$ cat config.mk
export PLATFORM = sky130hd
export DESIGN_NAME = chan_test_ctrl
export DESIGN_NICKNAME = d
export VERILOG_FILES = /design/src/hw/chan_test_pkg.sv /design/src/hw/chan_test_ctrl.sv
export VERILOG_INCLUDE_DIRS = /design/src /design/src/hw
export SDC_FILE = /design/constraint.sdc
export NUM_CORES = 1
export LEC_CHECK = 0
export ABC_CLOCK_PERIOD_IN_PS = 5200
export BUFFER_PORTS_ARGS = -buffer_cell sky130_fd_sc_hd__buf_4
export CAP_MARGIN = 25
export CORE_AREA = 2 2 131 133
export DETAILED_ROUTE_END_ITERATION = 16
export DIE_AREA = 0 0 133 135
export GPL_TIMING_DRIVEN = 0
export HOLD_SLACK_MARGIN = 0.08
export PLACE_DENSITY = 0.86
export SKIP_LAST_GASP = 1
export SYNTH_ARGS = -nofsm -noshare
export SYNTH_HDL_FRONTEND = slang
export SYNTH_SLANG_ARGS = --single-unit
$ cat constraint.sdc
create_clock -name CLOCK -period 5.2 [get_ports CLOCK]
set_input_delay 0 -clock CLOCK [delete_from_list [all_inputs] [get_ports CLOCK]]
set_output_delay 0 -clock CLOCK [all_outputs]
set_load 0.01 [all_outputs]
$ cat src/hw/chan_test_defs.svh
`ifndef CHAN_TEST_DEFS_SVH
`define CHAN_TEST_DEFS_SVH
// Register byte offsets
`define OFF_CONTROL 12'h000
`define OFF_SCALING 12'h004
`define OFF_TXSAMPLE 12'h008
`define OFF_STATUS 12'h00c
`define OFF_MASK 12'h010
`define OFF_RXSAMPLE 12'h014
`define OFF_COMMAND 12'h018
`define OFF_CHARS 12'h01c
// Control field positions
`define B_TX_CUTOFF 0
`define B_RX_CUTOFF 1
`define B_HP_DISABLE 2
`define B_LOWER_GAIN 3
`define B_ARM_TX_INT 4
`define B_IF_LOOP 5
`define B_FULL_LOOP 6
`define B_RX_TONE 7
`define B_SLOT_LOOP 8
`define B_HOST_MODE 9
`define CONTROL_RESET 10'h000
`define SCALING_RESET 5'h00
`define SCALING_LOOP_CODE 5'h10
`define CMD_READ_TX 8'hcd
// Status bits
`define S_TX_NEW 0
`define S_RX_NEW 1
// Companding: 4096 units full scale at maximum level
`define FULL_SCALE 13'h1000
`define EVEN_MASK 8'h55
// Sample rate 8 kHz, tone 1 kHz
`define CLOCK_HZ 100000000
`define SAMPLE_HZ 8000
`define SAMPLE_CYCLES (`CLOCK_HZ / `SAMPLE_HZ)
`define TONE_STEPS 8
`endif

$ cat src/hw/chan_test_pkg.sv
package chan_test_pkg;
  typedef enum logic [2:0] {
    ST_IDLE = 3'b001,
    ST_WRESP = 3'b010,
    ST_RRESP = 3'b100
  } bus_state_t;
  typedef logic [7:0] law_char_t;
endpackage

$ cat src/hw/chan_test_ctrl.sv
// Functional notes
// - Transmit cutoff floats outputs, drops transmit slot
// - Transmit cutoff overrides both loopback states
// - Receive cutoff zeroes signal before lowpass filter
// - Receive cutoff blocks loopback, tone, feedback
// - Highpass disable bypasses transmit highpass and notch
// - Lower receive gain adds 6.02 dB loss
// - Command CDh returns transmit sample, host mode
// - Armed interrupt on new sample, cleared on host-mode read
// - Interface loopback overwrites transmit with receive
// - Full loopback mutes output, feeds input, stops scaling
// - Scaling code 10000 also enters full loopback
// - Tone bit injects 1 kHz milliwatt into receive
// - Full scale is 4096 units at maximum level
// - Positive input between n,n+1 encodes 128+n
// - Even bits inverted; decoder undoes inversion
`timescale 1ns/100ps
`default_nettype none
`include "chan_test_defs.svh"
module chan_test_ctrl (
  input wire logic CLOCK,
  input wire logic RESETN,
  input wire logic [11:0] S_AXI_AWADDR,
  input wire logic S_AXI_AWVALID,
  output logic S_AXI_AWREADY,
  input wire logic [31:0] S_AXI_WDATA,
  input wire logic [3:0] S_AXI_WSTRB,
  input wire logic S_AXI_WVALID,
  output logic S_AXI_WREADY,
  output logic [1:0] S_AXI_BRESP,
  output logic S_AXI_BVALID,
  input wire logic S_AXI_BREADY,
  input wire logic [11:0] S_AXI_ARADDR,
  input wire logic S_AXI_ARVALID,
  output logic S_AXI_ARREADY,
  output logic [31:0] S_AXI_RDATA,
  output logic [1:0] S_AXI_RRESP,
  output logic S_AXI_RVALID,
  input wire logic S_AXI_RREADY,
  input wire logic [12:0] ANALOG_INPUT,
  input wire logic [12:0] RX_LINEAR,
  input wire logic RX_VALID,
  input wire logic [7:0] RX_PCM,
  input wire logic RX_PCM_VALID,
  output logic [12:0] ANALOG_OUTPUT,
  output logic ANALOG_OUTPUT_ENABLE,
  output logic [12:0] TX_FILTER_INPUT,
  output logic HIGHPASS_BYPASS,
  output logic IMPEDANCE_SCALING_ENABLE,
  output logic BFILTER_ENABLE,
  output logic [7:0] TRANSMIT_PCM_OUTPUT,
  output logic TRANSMIT_PCM_OE_N,
  output logic TIME_SLOT_CONTROL_OUTPUT,
  output logic TIME_SLOT_CONTROL_OE_N,
  output logic TX_SLOT_ACTIVE,
  output logic INTERRUPT
);
  logic rst_meta_ff, rst_sync_ff;
  wire logic rst_n = rst_sync_ff;
  always_ff @(posedge CLOCK or negedge RESETN) begin
    if (!RESETN) begin
      rst_meta_ff <= 1'b0;
      rst_sync_ff <= 1'b0;
    end else begin
      rst_meta_ff <= 1'b1;
      rst_sync_ff <= rst_meta_ff;
    end
  end

  // Encoder: magnitude in 4096-unit scale, sign separate
  function automatic chan_test_pkg::law_char_t alaw_encode(input logic [12:0] s);
    logic [11:0] mag;
    logic [2:0] seg;
    logic [3:0] step;
    logic [7:0] pre;
    mag = s[12] ? 12'((~s) + 13'h0001) : s[11:0];
    if (s[12] && mag == 12'h000) begin
      mag = 12'hfff;
    end
    seg = 3'h0;
    step = mag[4:1];
    for (int i = 7; i >= 1; i--) begin
      if (seg == 3'h0 && mag[i + 4]) begin
        seg = 3'(i);
        step = 4'(mag >> i);
      end
    end
    pre = {~s[12], seg, step};
    alaw_encode = pre ^ `EVEN_MASK;
  endfunction

  // Decoder: undo inversion, expand to mid value of the interval
  function automatic logic [12:0] alaw_decode(input chan_test_pkg::law_char_t c);
    logic [7:0] pre;
    logic [11:0] mag;
    pre = c ^ `EVEN_MASK;
    if (pre[6:4] == 3'h0) begin
      mag = {7'h00, pre[3:0], 1'b1};
    end else begin
      mag = 12'(({7'h01, pre[3:0], 1'b1}) << (pre[6:4] - 3'h1));
    end
    alaw_decode = pre[7] ? {1'b0, mag} : 13'((~{1'b0, mag}) + 13'h0001);
  endfunction

  logic [9:0] control_ff;
  logic [4:0] scaling_ff;
  logic [1:0] status_ff, mask_ff;
  logic [7:0] tx_char_ff, command_ff, rx_char_ff;
  logic [12:0] rx_sample_ff;
  logic [13:0] div_ff;
  logic [2:0] tone_ff;
  logic sample_tick;
  chan_test_pkg::bus_state_t bus_ff;
  logic [31:0] rdata_ff;
  logic [1:0] bresp_ff, rresp_ff;

  wire logic tx_cut = control_ff[`B_TX_CUTOFF];
  wire logic rx_cut = control_ff[`B_RX_CUTOFF];
  wire logic full_loop = control_ff[`B_FULL_LOOP] || scaling_ff == `SCALING_LOOP_CODE;
  wire logic host_mode = control_ff[`B_HOST_MODE];

  // Bus: address and data taken together, one access at a time
  wire logic wr_go = bus_ff == chan_test_pkg::ST_IDLE && S_AXI_AWVALID && S_AXI_WVALID;
  wire logic rd_go = bus_ff == chan_test_pkg::ST_IDLE && S_AXI_ARVALID && !wr_go;
  assign S_AXI_AWREADY = wr_go;
  assign S_AXI_WREADY = wr_go;
  assign S_AXI_ARREADY = rd_go;
  assign S_AXI_BVALID = bus_ff == chan_test_pkg::ST_WRESP;
  assign S_AXI_RVALID = bus_ff == chan_test_pkg::ST_RRESP;
  assign S_AXI_BRESP = bresp_ff;
  assign S_AXI_RRESP = rresp_ff;
  assign S_AXI_RDATA = rdata_ff;

  function automatic logic known(input logic [11:0] a);
    known = a == `OFF_CONTROL || a == `OFF_SCALING || a == `OFF_TXSAMPLE || a == `OFF_STATUS ||
            a == `OFF_MASK || a == `OFF_RXSAMPLE || a == `OFF_COMMAND || a == `OFF_CHARS;
  endfunction

  wire logic [11:0] waddr = {S_AXI_AWADDR[11:2], 2'b00};
  wire logic [11:0] raddr = {S_AXI_ARADDR[11:2], 2'b00};
  wire logic wr_ctl = wr_go && waddr == `OFF_CONTROL && S_AXI_WSTRB[0];
  wire logic wr_ctl_hi = wr_go && waddr == `OFF_CONTROL && S_AXI_WSTRB[1];
  wire logic wr_cmd = wr_go && waddr == `OFF_COMMAND && S_AXI_WSTRB[0];
  wire logic rd_tx = rd_go && raddr == `OFF_TXSAMPLE;
  // A command CDh read counts only in host port mode
  wire logic cmd_read = wr_cmd && host_mode && S_AXI_WDATA[7:0] == `CMD_READ_TX;

  always_ff @(posedge CLOCK or negedge rst_n) begin
    if (!rst_n) begin
      bus_ff <= chan_test_pkg::ST_IDLE;
      bresp_ff <= 2'h0;
      rresp_ff <= 2'h0;
    end else begin
      case (bus_ff)
        chan_test_pkg::ST_IDLE: begin
          if (wr_go) begin
            bus_ff <= chan_test_pkg::ST_WRESP;
            bresp_ff <= known(waddr) ? 2'h0 : 2'h2;
          end else if (rd_go) begin
            bus_ff <= chan_test_pkg::ST_RRESP;
            rresp_ff <= known(raddr) ? 2'h0 : 2'h2;
          end
        end
        chan_test_pkg::ST_WRESP: begin
          if (S_AXI_BREADY) begin
            bus_ff <= chan_test_pkg::ST_IDLE;
          end
        end
        chan_test_pkg::ST_RRESP: begin
          if (S_AXI_RREADY) begin
            bus_ff <= chan_test_pkg::ST_IDLE;
          end
        end
        default: bus_ff <= chan_test_pkg::ST_IDLE;
      endcase
    end
  end

  always_ff @(posedge CLOCK or negedge rst_n) begin
    if (!rst_n) begin
      rdata_ff <= 32'h0000_0000;
    end else if (rd_go) begin
      case (raddr)
        `OFF_CONTROL: rdata_ff <= {22'h000000, control_ff};
        `OFF_SCALING: rdata_ff <= {27'h0000000, scaling_ff};
        `OFF_TXSAMPLE: rdata_ff <= host_mode ? {24'h000000, tx_char_ff} : 32'h0000_0000;
        `OFF_STATUS: rdata_ff <= {30'h00000000, status_ff};
        `OFF_MASK: rdata_ff <= {30'h00000000, mask_ff};
        `OFF_RXSAMPLE: rdata_ff <= {19'h00000, rx_sample_ff};
        `OFF_COMMAND: rdata_ff <= {24'h000000, command_ff};
        `OFF_CHARS: rdata_ff <= {24'h000000, rx_char_ff};
        default: rdata_ff <= 32'h0000_0000;
      endcase
    end
  end

  always_ff @(posedge CLOCK or negedge rst_n) begin
    if (!rst_n) begin
      control_ff <= `CONTROL_RESET;
      scaling_ff <= `SCALING_RESET;
      mask_ff <= 2'h0;
      command_ff <= 8'h00;
    end else if (wr_go) begin
      if (wr_ctl) begin
        control_ff[7:0] <= S_AXI_WDATA[7:0];
      end
      if (wr_ctl_hi) begin
        control_ff[9:8] <= S_AXI_WDATA[9:8];
      end
      if (waddr == `OFF_SCALING && S_AXI_WSTRB[0]) begin
        scaling_ff <= S_AXI_WDATA[4:0];
      end
      if (waddr == `OFF_MASK && S_AXI_WSTRB[0]) begin
        mask_ff <= S_AXI_WDATA[1:0];
      end
      if (wr_cmd) begin
        command_ff <= S_AXI_WDATA[7:0];
      end
    end
  end

  // Sample clock and 1 kHz tone at 8 steps per cycle
  always_ff @(posedge CLOCK or negedge rst_n) begin
    if (!rst_n) begin
      div_ff <= 14'h0000;
      tone_ff <= 3'h0;
    end else if (div_ff == 14'(`SAMPLE_CYCLES - 1)) begin
      div_ff <= 14'h0000;
      tone_ff <= tone_ff + 3'h1;
    end else begin
      div_ff <= div_ff + 14'h0001;
    end
  end
  assign sample_tick = div_ff == 14'(`SAMPLE_CYCLES - 1);

  // Digital milliwatt: eight-step A-law sequence repeated each millisecond
  function automatic chan_test_pkg::law_char_t tone_char(input logic [2:0] ph);
    case (ph)
      3'h0: tone_char = 8'h34;
      3'h1: tone_char = 8'h21;
      3'h2: tone_char = 8'h21;
      3'h3: tone_char = 8'h34;
      3'h4: tone_char = 8'hb4;
      3'h5: tone_char = 8'ha1;
      3'h6: tone_char = 8'ha1;
      3'h7: tone_char = 8'hb4;
      default: tone_char = 8'h34;
    endcase
  endfunction

  // Receive path: tone replaces input; cutoff wins over tone and loss
  logic [12:0] rx_in, rx_path;
  always_comb begin
    rx_in = RX_PCM_VALID ? alaw_decode(RX_PCM) : RX_LINEAR;
    if (control_ff[`B_RX_TONE]) begin
      rx_in = alaw_decode(tone_char(tone_ff));
    end
    rx_path = control_ff[`B_LOWER_GAIN] ? {rx_in[12], rx_in[12:1]} : rx_in;
    if (rx_cut) begin
      rx_path = 13'h0000;
    end
  end

  logic rx_event;
  assign rx_event = sample_tick || RX_VALID;
  always_ff @(posedge CLOCK or negedge rst_n) begin
    if (!rst_n) begin
      rx_sample_ff <= 13'h0000;
      rx_char_ff <= 8'h00;
    end else if (rx_event) begin
      rx_sample_ff <= rx_path;
      rx_char_ff <= alaw_encode(rx_path);
    end
  end

  // Transmit path entry: full loopback replaces the analog input
  logic [12:0] tx_src;
  always_comb begin
    tx_src = ANALOG_INPUT;
    if (full_loop && !rx_cut) begin
      tx_src = rx_sample_ff;
    end else if (full_loop) begin
      tx_src = 13'h0000;
    end
  end

  always_ff @(posedge CLOCK or negedge rst_n) begin
    if (!rst_n) begin
      TX_FILTER_INPUT <= 13'h0000;
      ANALOG_OUTPUT <= 13'h0000;
      tx_char_ff <= 8'h00;
    end else if (sample_tick) begin
      TX_FILTER_INPUT <= tx_src;
      ANALOG_OUTPUT <= full_loop ? 13'h0000 : rx_sample_ff;
      if (control_ff[`B_IF_LOOP]) begin
        tx_char_ff <= rx_char_ff;
      end else begin
        tx_char_ff <= alaw_encode(tx_src);
      end
    end
  end

  assign ANALOG_OUTPUT_ENABLE = !full_loop;
  assign IMPEDANCE_SCALING_ENABLE = !full_loop;
  assign BFILTER_ENABLE = !rx_cut;
  assign HIGHPASS_BYPASS = control_ff[`B_HP_DISABLE];

  // Cutoff is checked last so it beats either loopback
  always_ff @(posedge CLOCK or negedge rst_n) begin
    if (!rst_n) begin
      TRANSMIT_PCM_OUTPUT <= 8'h00;
    end else begin
      TRANSMIT_PCM_OUTPUT <= tx_cut ? 8'h00 : tx_char_ff;
    end
  end
  assign TRANSMIT_PCM_OE_N = tx_cut;
  assign TIME_SLOT_CONTROL_OE_N = tx_cut;
  assign TIME_SLOT_CONTROL_OUTPUT = 1'b1;
  assign TX_SLOT_ACTIVE = !tx_cut;

  // New sample sets over a same-cycle clear; a host-mode read clears it
  wire logic tx_new = sample_tick && control_ff[`B_ARM_TX_INT];
  wire logic tx_read = (rd_tx && host_mode) || cmd_read;
  wire logic st_clear = wr_go && waddr == `OFF_STATUS && S_AXI_WSTRB[0];
  always_ff @(posedge CLOCK or negedge rst_n) begin
    if (!rst_n) begin
      status_ff <= 2'h0;
    end else begin
      if (tx_new) begin
        status_ff[`S_TX_NEW] <= 1'b1;
      end else if (tx_read || (st_clear && S_AXI_WDATA[`S_TX_NEW])) begin
        status_ff[`S_TX_NEW] <= 1'b0;
      end
      if (rx_event) begin
        status_ff[`S_RX_NEW] <= 1'b1;
      end else if (st_clear && S_AXI_WDATA[`S_RX_NEW]) begin
        status_ff[`S_RX_NEW] <= 1'b0;
      end
    end
  end
  assign INTERRUPT = |(status_ff & mask_ff);
endmodule
`default_nettype wire

### Yosys cells after proc, flatten, opt, wreduce, memory -nomap -nowiden

Memories as Yosys holds them, arrays and structs flattened.
Index checks and enable logic that the tools add are counted.

* multipliers: 0
* add/subtract/negate cells: 8
* shifts and indexed selects: 2
* divide/modulo/power cells: 0
* mux-type cells: 88
* bitwise logic cells: 12
* reductions and logical operators: 86
* $lt $le $gt $ge: 0
* equality and inequality tests: 23

Operators by type and width (count)
* $mux W12: 11
* $mux W3: 39
* $mux W13: 8
* $pmux W13 S8: 1
* $eq A10 B3 Y1 const B: 8
* $mux W4: 17
* $logic_not A12 Y1: 4
* $logic_not A3 Y1: 14
* $eq A10 B2 Y1 const B: 4
* $logic_and A1 B1 Y1: 35
* $mux W8: 4
* $add A13 B1 Y13 const B: 2
* $not A12 Y13: 2
* $add A12 B1 Y12 const B: 2
* $not A12 Y12: 2
* $shl A6 B3 Y12: 2
* $eq A10 B1 Y1 const B: 2
* $logic_or A1 B1 Y1: 18
* $not A4 Y4: 4
* $add A14 B1 Y14 const B: 1
* $eq A14 B14 Y1 const B: 1
* $mux W14: 1
* $reduce_and A2 Y1: 6
* $pmux W3 S3: 1
* other kinds (17): 30

* word-level logic and storage cells: 241
* output and inout port bits: 84
* latch bits: 0
* memory bits (read-only): 32
* bits of input ports: 103
* memories kept: 1
* register bits: 148
* RAM bits: 0

Memories
* (no name shown): words 8, width 4, read ports 1, clocked after Yosys merged registers in 0, wr ports 0, line chan_test_ctrl.sv:238 `case (ph)`

### Depth between registers and ports, before layout

* depth in word-level cells: 47
* mapped depth: 28
* depth with buffers taken out: 24

### Least setup slack after synthesis

Ideal clock, no wire load.

* path kind: in2reg
* from: in RX_PCM[4]
* to: reg rx_char_ff[2]
* setup slack: 399 ps
* stages on the path: 26
* required time: 5079 ps
* arrival time: 4680 ps
* path through: buf_2 > buf_2 > inv_1 > ha_1 > buf_6 > buf_2 > buf_2 > nor2b_1 > o21ai_0 > and2_1 > ha_1 > o21ai_0 > mux2i_1 > nor2_1 > a211oi_1 > inv_1 > ha_1 > inv_1 > nor4b_2 > mux2_1 > o211ai_1 > buf_2 > nor3_1 > o31ai_1 > o211ai_1 > o22a_1

* longest elaborated chain between the ends: 45
* elaborated cells between the ends (all ways): 52
* those cells by class: add/sub: 3; shift: 1; mux: 29; bitwise: 4; reduce/logical: 15

Ends and longest elaborated chain
* from (decl): line chan_test_ctrl.sv:43 `input wire logic [7:0] RX_PCM,`
* $not A4 Y4 (no source line) (*)
* $sub A3 B1 Y3: line chan_test_ctrl.sv:100 `mag = 12'(({7'h01, pre[3:0], 1'b1}) << (pre[6:4] - 3'h1));`
* $shl A6 B3 Y12: line chan_test_ctrl.sv:100
* $mux W12 (*): line chan_test_ctrl.sv:97 `if (pre[6:4] == 3'h0) begin`
* $not A12 Y13: line chan_test_ctrl.sv:102 `alaw_decode = pre[7] ? {1'b0, mag} : 13'((~{1'b0, mag}) + 13'h0001);`
* $add A13 B1 Y13: line chan_test_ctrl.sv:102
* $mux W13 (*): line chan_test_ctrl.sv:102
* $mux W13 (*): line chan_test_ctrl.sv:254 `rx_in = RX_PCM_VALID ? alaw_decode(RX_PCM) : RX_LINEAR;`
* [29 not listed]
* $logic_and A1 B1 Y1: line chan_test_ctrl.sv:83 `if (seg == 3'h0 && mag[i + 4]) begin`
* $mux W3: line chan_test_ctrl.sv:83
* $mux W3: line chan_test_ctrl.sv:270 `end else if (rx_event) begin`
* $logic_not A3 Y1: line chan_test_ctrl.sv:83
* $logic_and A1 B1 Y1: line chan_test_ctrl.sv:83
* $mux W4 (*): line chan_test_ctrl.sv:83
* $mux W4 (*): line chan_test_ctrl.sv:270
* $not A4 Y4 (no source line) (*)
* to (signal assigned): line chan_test_ctrl.sv:272 `rx_char_ff <= alaw_encode(rx_path);`
* to (decl): line chan_test_ctrl.sv:108 `logic [7:0] tx_char_ff, command_ff, rx_char_ff;`

Every way passes the cells marked *; elsewhere a longest branch is shown, timed or not. The select of a mux whose other input is x is not followed.
A chain may end at the register's enable or synchronous reset.

### Worst setup path after layout

* from: reg scaling_ff[0]
* to: reg tx_char_ff[0]

* longest elaborated chain between the ends: 47
* elaborated cells between the ends (all ways): 54
* those cells by class: add/sub: 1; eq/ne: 1; mux: 34; bitwise: 2; reduce/logical: 16

Ends and longest elaborated chain
* from (decl): line chan_test_ctrl.sv:106 `logic [4:0] scaling_ff;`
* from (signal assigned): line chan_test_ctrl.sv:200 `` scaling_ff <= `SCALING_RESET; ``
* from (signal assigned): line chan_test_ctrl.sv:211 `scaling_ff <= S_AXI_WDATA[4:0];`
* $eq A5 B5 Y1 (no source line) (*)
* $logic_or A1 B1 Y1 (no source line) (*)
* $mux W13 or $logic_and A1 B1 Y1 (tied branches): line chan_test_ctrl.sv:282, chan_test_ctrl.sv:280
* $mux W13 (*): line chan_test_ctrl.sv:280 `if (full_loop && !rx_cut) begin`
* $not A12 Y12: line chan_test_ctrl.sv:76 `mag = s[12] ? 12'((~s) + 13'h0001) : s[11:0];`
* $add A12 B1 Y12: line chan_test_ctrl.sv:76
* $mux W12: line chan_test_ctrl.sv:76
* $logic_not A12 Y1: line chan_test_ctrl.sv:77 `if (s[12] && mag == 12'h000) begin`
* [31 not listed]
* $mux W3: line chan_test_ctrl.sv:292 `end else if (sample_tick) begin`
* $logic_not A3 Y1: line chan_test_ctrl.sv:83
* $logic_and A1 B1 Y1: line chan_test_ctrl.sv:83
* $mux W4 (*): line chan_test_ctrl.sv:83
* $mux W4 (*): line chan_test_ctrl.sv:295 `` if (control_ff[`B_IF_LOOP]) begin ``
* $mux W4 (*): line chan_test_ctrl.sv:292
* $not A4 Y4 (no source line) (*)
* $mux W8 (*): line chan_test_ctrl.sv:295
* to (signal assigned): line chan_test_ctrl.sv:296 `tx_char_ff <= rx_char_ff;`
* to (signal assigned): line chan_test_ctrl.sv:298 `tx_char_ff <= alaw_encode(tx_src);`
* to (decl): line chan_test_ctrl.sv:108

Marked as above.

==> report_table.html <==
<table>
<tr><th>Metric</th><th>Value</th></tr>
<tr><th colspan="2">Setup path</th></tr>
<tr><td>End of the worst register-to-register path</td><td>tx_char_ff[0]</td></tr>
<tr><td>Arrival time reported for the critical path endpoint</td><td>~5.2 ns</td></tr>
<tr><td>Setup crit start kind</td><td>register</td></tr>
<tr><td>Maximum fanout count along the critical path</td><td>11</td></tr>
<tr><td>Register-to-register setup slack</td><td>0.27 ns</td></tr>
<tr><td>Type of destination of the critical path</td><td>register</td></tr>
<tr><td>Critical setup path kind</td><td>reg -&gt; reg</td></tr>
<tr><td>Req. time, crit path</td><td>around 5.5 ns</td></tr>
<tr><td>Launch point of the worst reg-to-reg path</td><td>scaling_ff[0]</td></tr>
<tr><td>Critical path launch point</td><td>scaling_ff[0]</td></tr>
<tr><td>Worst reg2reg path depth</td><td>17</td></tr>
<tr><th colspan="2">Drt</th></tr>
<tr><td>DRC Markers</td><td>0</td></tr>
<tr><td>Vias after detailed routing</td><td>9759</td></tr>
<tr><td>Initial drt markers</td><td>1409</td></tr>
<tr><td>Final antenna-violating net count</td><td>0</td></tr>
<tr><td>Mean routed wirelength per cell</td><td>20.29 um</td></tr>
<tr><td>DR pass1 iterations</td><td>6</td></tr>
<tr><td>Number of vias per cell after detailed routing</td><td>between 6 and 7</td></tr>
<tr><td>Detailed-route wire length</td><td>30600 um</td></tr>
<tr><th colspan="2">Timing</th></tr>
<tr><td>Final clock skew</td><td>around 0.0092 ns</td></tr>
<tr><td>Hold violation count in the final report</td><td>0</td></tr>
<tr><td>Final TNS setup</td><td>0 ns</td></tr>
<tr><td>Final setup violation count</td><td>0</td></tr>
<tr><td>Worst slew pin tran</td><td>roughly 1.0 ns</td></tr>
<tr><td>Final cycle utilization of the critical path</td><td>94.88%</td></tr>
<tr><td>Max-slew violation total from the final report</td><td>0</td></tr>
<tr><td>RSZ-0062 raised after global routing</td><td>false</td></tr>
<tr><td>Tmin final</td><td>4.934 ns</td></tr>
<tr><td>Achievable clock frequency</td><td>202.7 MHz</td></tr>
<tr><td>Headroom to the max-slew limit</td><td>between 30% and 40%</td></tr>
<tr><td>Final Hold Slack</td><td>0.1119 ns</td></tr>
<tr><th colspan="2">Placed design</th></tr>
<tr><td>DP Cell Count</td><td>1433</td></tr>
<tr><td>Standard cell area after detailed placement</td><td>around 10000 um2</td></tr>
<tr><td>Detailed Place HPWL</td><td>21110 um</td></tr>
<tr><td>Count of buffers inserted at the top-level ports</td><td>133</td></tr>
<tr><td>Final weighted congestion in routability-driven placement</td><td>0.9923</td></tr>
<tr><th colspan="2">Floorplanning</th></tr>
<tr><td>Initial standard-cell utilization of the core</td><td>55.09%</td></tr>
<tr><td>Overall die width</td><td>133 um</td></tr>
<tr><td>Core region area</td><td>16410 um2</td></tr>
<tr><td>Ports</td><td>187</td></tr>
<tr><td>Number of rows in the core area</td><td>47</td></tr>
<tr><td>Die Y</td><td>about 140 um</td></tr>
<tr><td>Die area</td><td>17960 um2</td></tr>
<tr><th colspan="2">GRT</th></tr>
<tr><td>Overall overflow remaining after global route</td><td>0</td></tr>
<tr><td>Total GRT Usage</td><td>33.82%</td></tr>
<tr><td>Number of global-route vias before repair</td><td>9347</td></tr>
<tr><td>Maximum number of pins on one net before global-route repair</td><td>74</td></tr>
<tr><td>First-pass GRT wire length</td><td>48380 um</td></tr>
<tr><td>Antenna violations before repair</td><td>0</td></tr>
<tr><th colspan="2">CTS</th></tr>
<tr><td>Latest clock arrival within the worst-skew pair</td><td>around 0.43 ns</td></tr>
<tr><td>Max Root-Sink Buffers</td><td>2</td></tr>
<tr><td>Reg clk slew, reported paths</td><td>around 0.060 ns</td></tr>
<tr><td>Buffer cell driving the clock tree root</td><td>sky130_fd_sc_hd__clkbuf_16</td></tr>
<tr><td>CTS Buf Count</td><td>17</td></tr>
<tr><td>Clock tree from TritonCTS</td><td>yes</td></tr>
<tr><td>Level count of the clock H-tree</td><td>4</td></tr>
<tr><td>Clock sink total</td><td>127</td></tr>
<tr><th colspan="2">Yosys</th></tr>
<tr><td>Share of synthesized flip-flops with an asynchronous set or reset</td><td>100.0%</td></tr>
<tr><td>Post-Synthesis Mean Instance Area</td><td>8.551 um2</td></tr>
<tr><td>Sequential share of the synthesized area</td><td>35.17%</td></tr>
<tr><td>Post-synthesis instance area</td><td>9039 um2</td></tr>
<tr><td>Number of library cell types mapped by synthesis</td><td>a little over 90</td></tr>
<tr><td>Cells after Synth</td><td>1057</td></tr>
<tr><td>Warnings from Yosys</td><td>0</td></tr>
<tr><td>Register bit total from synthesis</td><td>127</td></tr>
<tr><td>Most used flip-flop cell after synthesis</td><td>sky130_fd_sc_hd__dfrtp_1</td></tr>
<tr><td>Number of enable-type register cells in the synthesized netlist</td><td>0</td></tr>
<tr><th colspan="2">Cells and area</th></tr>
<tr><td>Post-route standard cell area excluding fillers</td><td>11500 um2</td></tr>
<tr><td>Diode count</td><td>0</td></tr>
<tr><td>Net count of the finished layout</td><td>1388</td></tr>
<tr><td>Share of layout cells above drive strength 1</td><td>between 20% and 30%</td></tr>
<tr><td>Number of cells in the finished layout apart from fillers</td><td>1508</td></tr>
<tr><td>Layout Area Growth over Synthesis</td><td>27.24%</td></tr>
<tr><th colspan="2">Power and ir drop</th></tr>
<tr><td>Total power of the final layout</td><td>3162 uW</td></tr>
<tr><td>Power density relative to cell area</td><td>around 270 nW/um2</td></tr>
<tr><td>Peak VDD IR</td><td>~0.00023 V</td></tr>
<tr><td>Static leakage power</td><td>~0.0052 uW</td></tr>
<tr><th colspan="2">Hold path</th></tr>
<tr><td>Capture endpoint of the worst hold path</td><td>TX_FILTER_INPUT[7]</td></tr>
<tr><td>Source of the worst hold timing path</td><td>ANALOG_INPUT[7]</td></tr>
<tr><td>Number of cells traversed by the worst hold path</td><td>3</td></tr>
<tr><td>Kind of path behind the tightest hold check</td><td>in -&gt; reg</td></tr>
<tr><th colspan="2">Job</th></tr>
<tr><td>Number of max-cap violations</td><td>0</td></tr>
<tr><th colspan="2">Run status</th></tr>
<tr><td>Result of the run</td><td>finished clean</td></tr>
</table>
per-layer routing:
metal | part of all wire [%] | wire, um | global-route usage, % | vias up
met5 | 0 | 0 | 0 | -
met4 | 3.8 | 1162 | 14.04 | 0
met3 | 11 | 3468 | 7.620 | 123
met2 | 48 | 14680 | 56.56 | 699
met1 | 37 | 11290 | 42.49 | 4626
li1 | - | - | - | 4311
worst max-delay path by stage:
stage	to	slack [ns]	cells past startpoint
2_1_floorplan	rx_char_ff[2]	0.40	26
3_3_place_gp	rx_char_ff[1]	-0.66	27
3_5_place_dp	rx_char_ff[2]	-0.63	27
4_1_cts	rx_char_ff[1]	0.03	28
5_1_grt	tx_char_ff[3]	0.06	18
6_report	tx_char_ff[0]	0.27	17
report_power, final:
part           total (uW)  internal, uW  switching [uW]
Combinational         846           351             494
Sequential           1150          1050            95.3
Clock                1170           671             500
Total                3160          2070            1090
cells in the final DEF (no fill, tap or decap), types with 8 or more instances in the layout:
cell type	count
sky130_fd_sc_hd__a22o_1	20
sky130_fd_sc_hd__dlygate4sd3_1	38
sky130_fd_sc_hd__mux2i_1	18
sky130_fd_sc_hd__mux2_2	29
sky130_fd_sc_hd__o21ai_0	66
sky130_fd_sc_hd__nand2_1	132
sky130_fd_sc_hd__o21a_1	11
sky130_fd_sc_hd__nor2_1	67
sky130_fd_sc_hd__nor4_1	9
sky130_fd_sc_hd__conb_1	23
sky130_fd_sc_hd__a21oi_1	53
sky130_fd_sc_hd__a31oi_1	19
sky130_fd_sc_hd__buf_2	8
sky130_fd_sc_hd__nor2b_1	22
sky130_fd_sc_hd__and3_1	18
sky130_fd_sc_hd__ha_1	10
sky130_fd_sc_hd__nor3_1	24
sky130_fd_sc_hd__o21ai_1	11
sky130_fd_sc_hd__inv_6	8
sky130_fd_sc_hd__o22ai_1	13
sky130_fd_sc_hd__a21o_1	14
sky130_fd_sc_hd__nand3_1	29
sky130_fd_sc_hd__buf_4	165
sky130_fd_sc_hd__o211ai_1	12
sky130_fd_sc_hd__xor2_1	18
sky130_fd_sc_hd__a211oi_1	9
sky130_fd_sc_hd__clkbuf_1	48
sky130_fd_sc_hd__dfrtp_1	125
sky130_fd_sc_hd__nand2b_1	12
sky130_fd_sc_hd__clkbuf_16	17
sky130_fd_sc_hd__or3_1	12
sky130_fd_sc_hd__o31ai_1	11
sky130_fd_sc_hd__nand4_1	8
sky130_fd_sc_hd__inv_1	21
sky130_fd_sc_hd__a22oi_1	17
sky130_fd_sc_hd__xnor2_1	23
critical path, stage by stage (launching register included):
cell and delay [ns]:
sky130_fd_sc_hd__dfrtp_1 0.43, sky130_fd_sc_hd__nor4_1 0.31, sky130_fd_sc_hd__a21o_1 0.35, sky130_fd_sc_hd__inv_1 0.10, sky130_fd_sc_hd__clkbuf_1 0.24, sky130_fd_sc_hd__clkbuf_1 0.35, sky130_fd_sc_hd__a21oi_1 0.35, sky130_fd_sc_hd__ha_1 0.19
sky130_fd_sc_hd__clkbuf_1 0.36, sky130_fd_sc_hd__a31oi_1 0.22, sky130_fd_sc_hd__xnor2_1 0.27, sky130_fd_sc_hd__nor4b_1 0.35, sky130_fd_sc_hd__nand3_1 0.22, sky130_fd_sc_hd__a311o_1 0.37, sky130_fd_sc_hd__nand4_1 0.09, sky130_fd_sc_hd__o221ai_1 0.13
sky130_fd_sc_hd__a311oi_1 0.36, sky130_fd_sc_hd__o21ai_1 0.13
sequential cells by signal, summed over array words and instances, names as in the netlist:
| register | count |
|---|---|
| scaling_ff | 5 |
| S_AXI_RRESP | 1 |
| div_ff | 14 |
| S_AXI_RDATA | 13 |
| control_ff | 10 |
| rst_meta_ff | 1 |
| rx_sample_ff | 13 |
| rx_char_ff | 8 |
| S_AXI_BRESP | 1 |
| ANALOG_OUTPUT | 13 |
| command_ff | 8 |
| tone_ff | 3 |
| TX_FILTER_INPUT | 13 |
| tx_char_ff | 8 |
| TRANSMIT_PCM_OUTPUT | 8 |
| rst_n | 1 |
| bus_ff | 3 |
| mask_ff | 2 |
| status_ff | 2 |
logic make-up (layout without fill, tap and decap cells):
logic type / count (synthesis) / after routing / share of synthesized area [%]
fa+ha+maj: 10 / 10 / 1.384
simple gates: 385 / 385 / 21.59
flops: 127 / 127 / 35.17
mux: 50 / 50 / 6.105
compound gates: 327 / 327 / 25.08
xor+xnor: 46 / 46 / 4.748
buf+inv: 110 / 320 / 5.828
other cells: 2 / 23 / 0.08309
cell usage after synthesis, drive strengths merged (12+ instances only):
| cell | n | area share [%] |
|---|---|---|
| nor2b | 22 | 1.5 |
| or3 | 13 | 0.96 |
| o22ai | 13 | 0.90 |
| a31oi | 19 | 1.3 |
| buf | 37 | 2.8 |
| inv | 23 | 0.96 |
| nor4 | 12 | 0.83 |
| nor2 | 68 | 2.9 |
| mux2i | 18 | 2.0 |
| nand3 | 31 | 1.9 |
| dfrtp | 126 | 35 |
| o21ai | 77 | 4.3 |
| xor2 | 22 | 2.4 |
| nand2b | 12 | 0.83 |
| nand2 | 132 | 5.5 |
| nor3 | 25 | 1.4 |
| clkbuf | 48 | 2.0 |
| and3 | 18 | 1.2 |
| mux2 | 31 | 3.9 |
| a22oi | 17 | 1.4 |
| a21oi | 54 | 3.0 |
| xnor2 | 24 | 2.3 |
| a21o | 14 | 1.2 |
| o211ai | 12 | 1.0 |
| a22o | 20 | 1.9 |
area by class of cell:
class | instances | area (um2)
clock buffers | 17 | 425.4
plain buffers | 83 | 425.4
fillers | 1229 | 4906
well taps | 220 | 275.3
multi-input cells | 841 | 5487
clock inverters | 15 | 147.6
inverters | 25 | 93.84
flip-flops and latches | 127 | 3183
repair buffers | 180 | 1464
per-stage QoR:
step | utilization, % | setup WS [ns]
6_report | 70.10 | 0.2662
5_1_grt | 70.10 | 0.06248
4_1_cts | 69.56 | 0.02866
3_5_place_dp | 63.61 | -0.6291
3_3_place_gp | 63.33 | -0.6565
2_1_floorplan | - | 0.3988
what timing repair did:
| action | 4_1_cts | 5_1_grt |
|---|---|---|
| endpoints found under the hold margin | 45 | 0 |
| buffers inserted | 3 | 3 |
| setup endpoints to repair | 4 | 11 |
| hold buffers | 38 | 0 |
| resized for setup | 0 | 13 |
| pin swaps | 1 | 3 |
(Power assumes the default switching activity.)
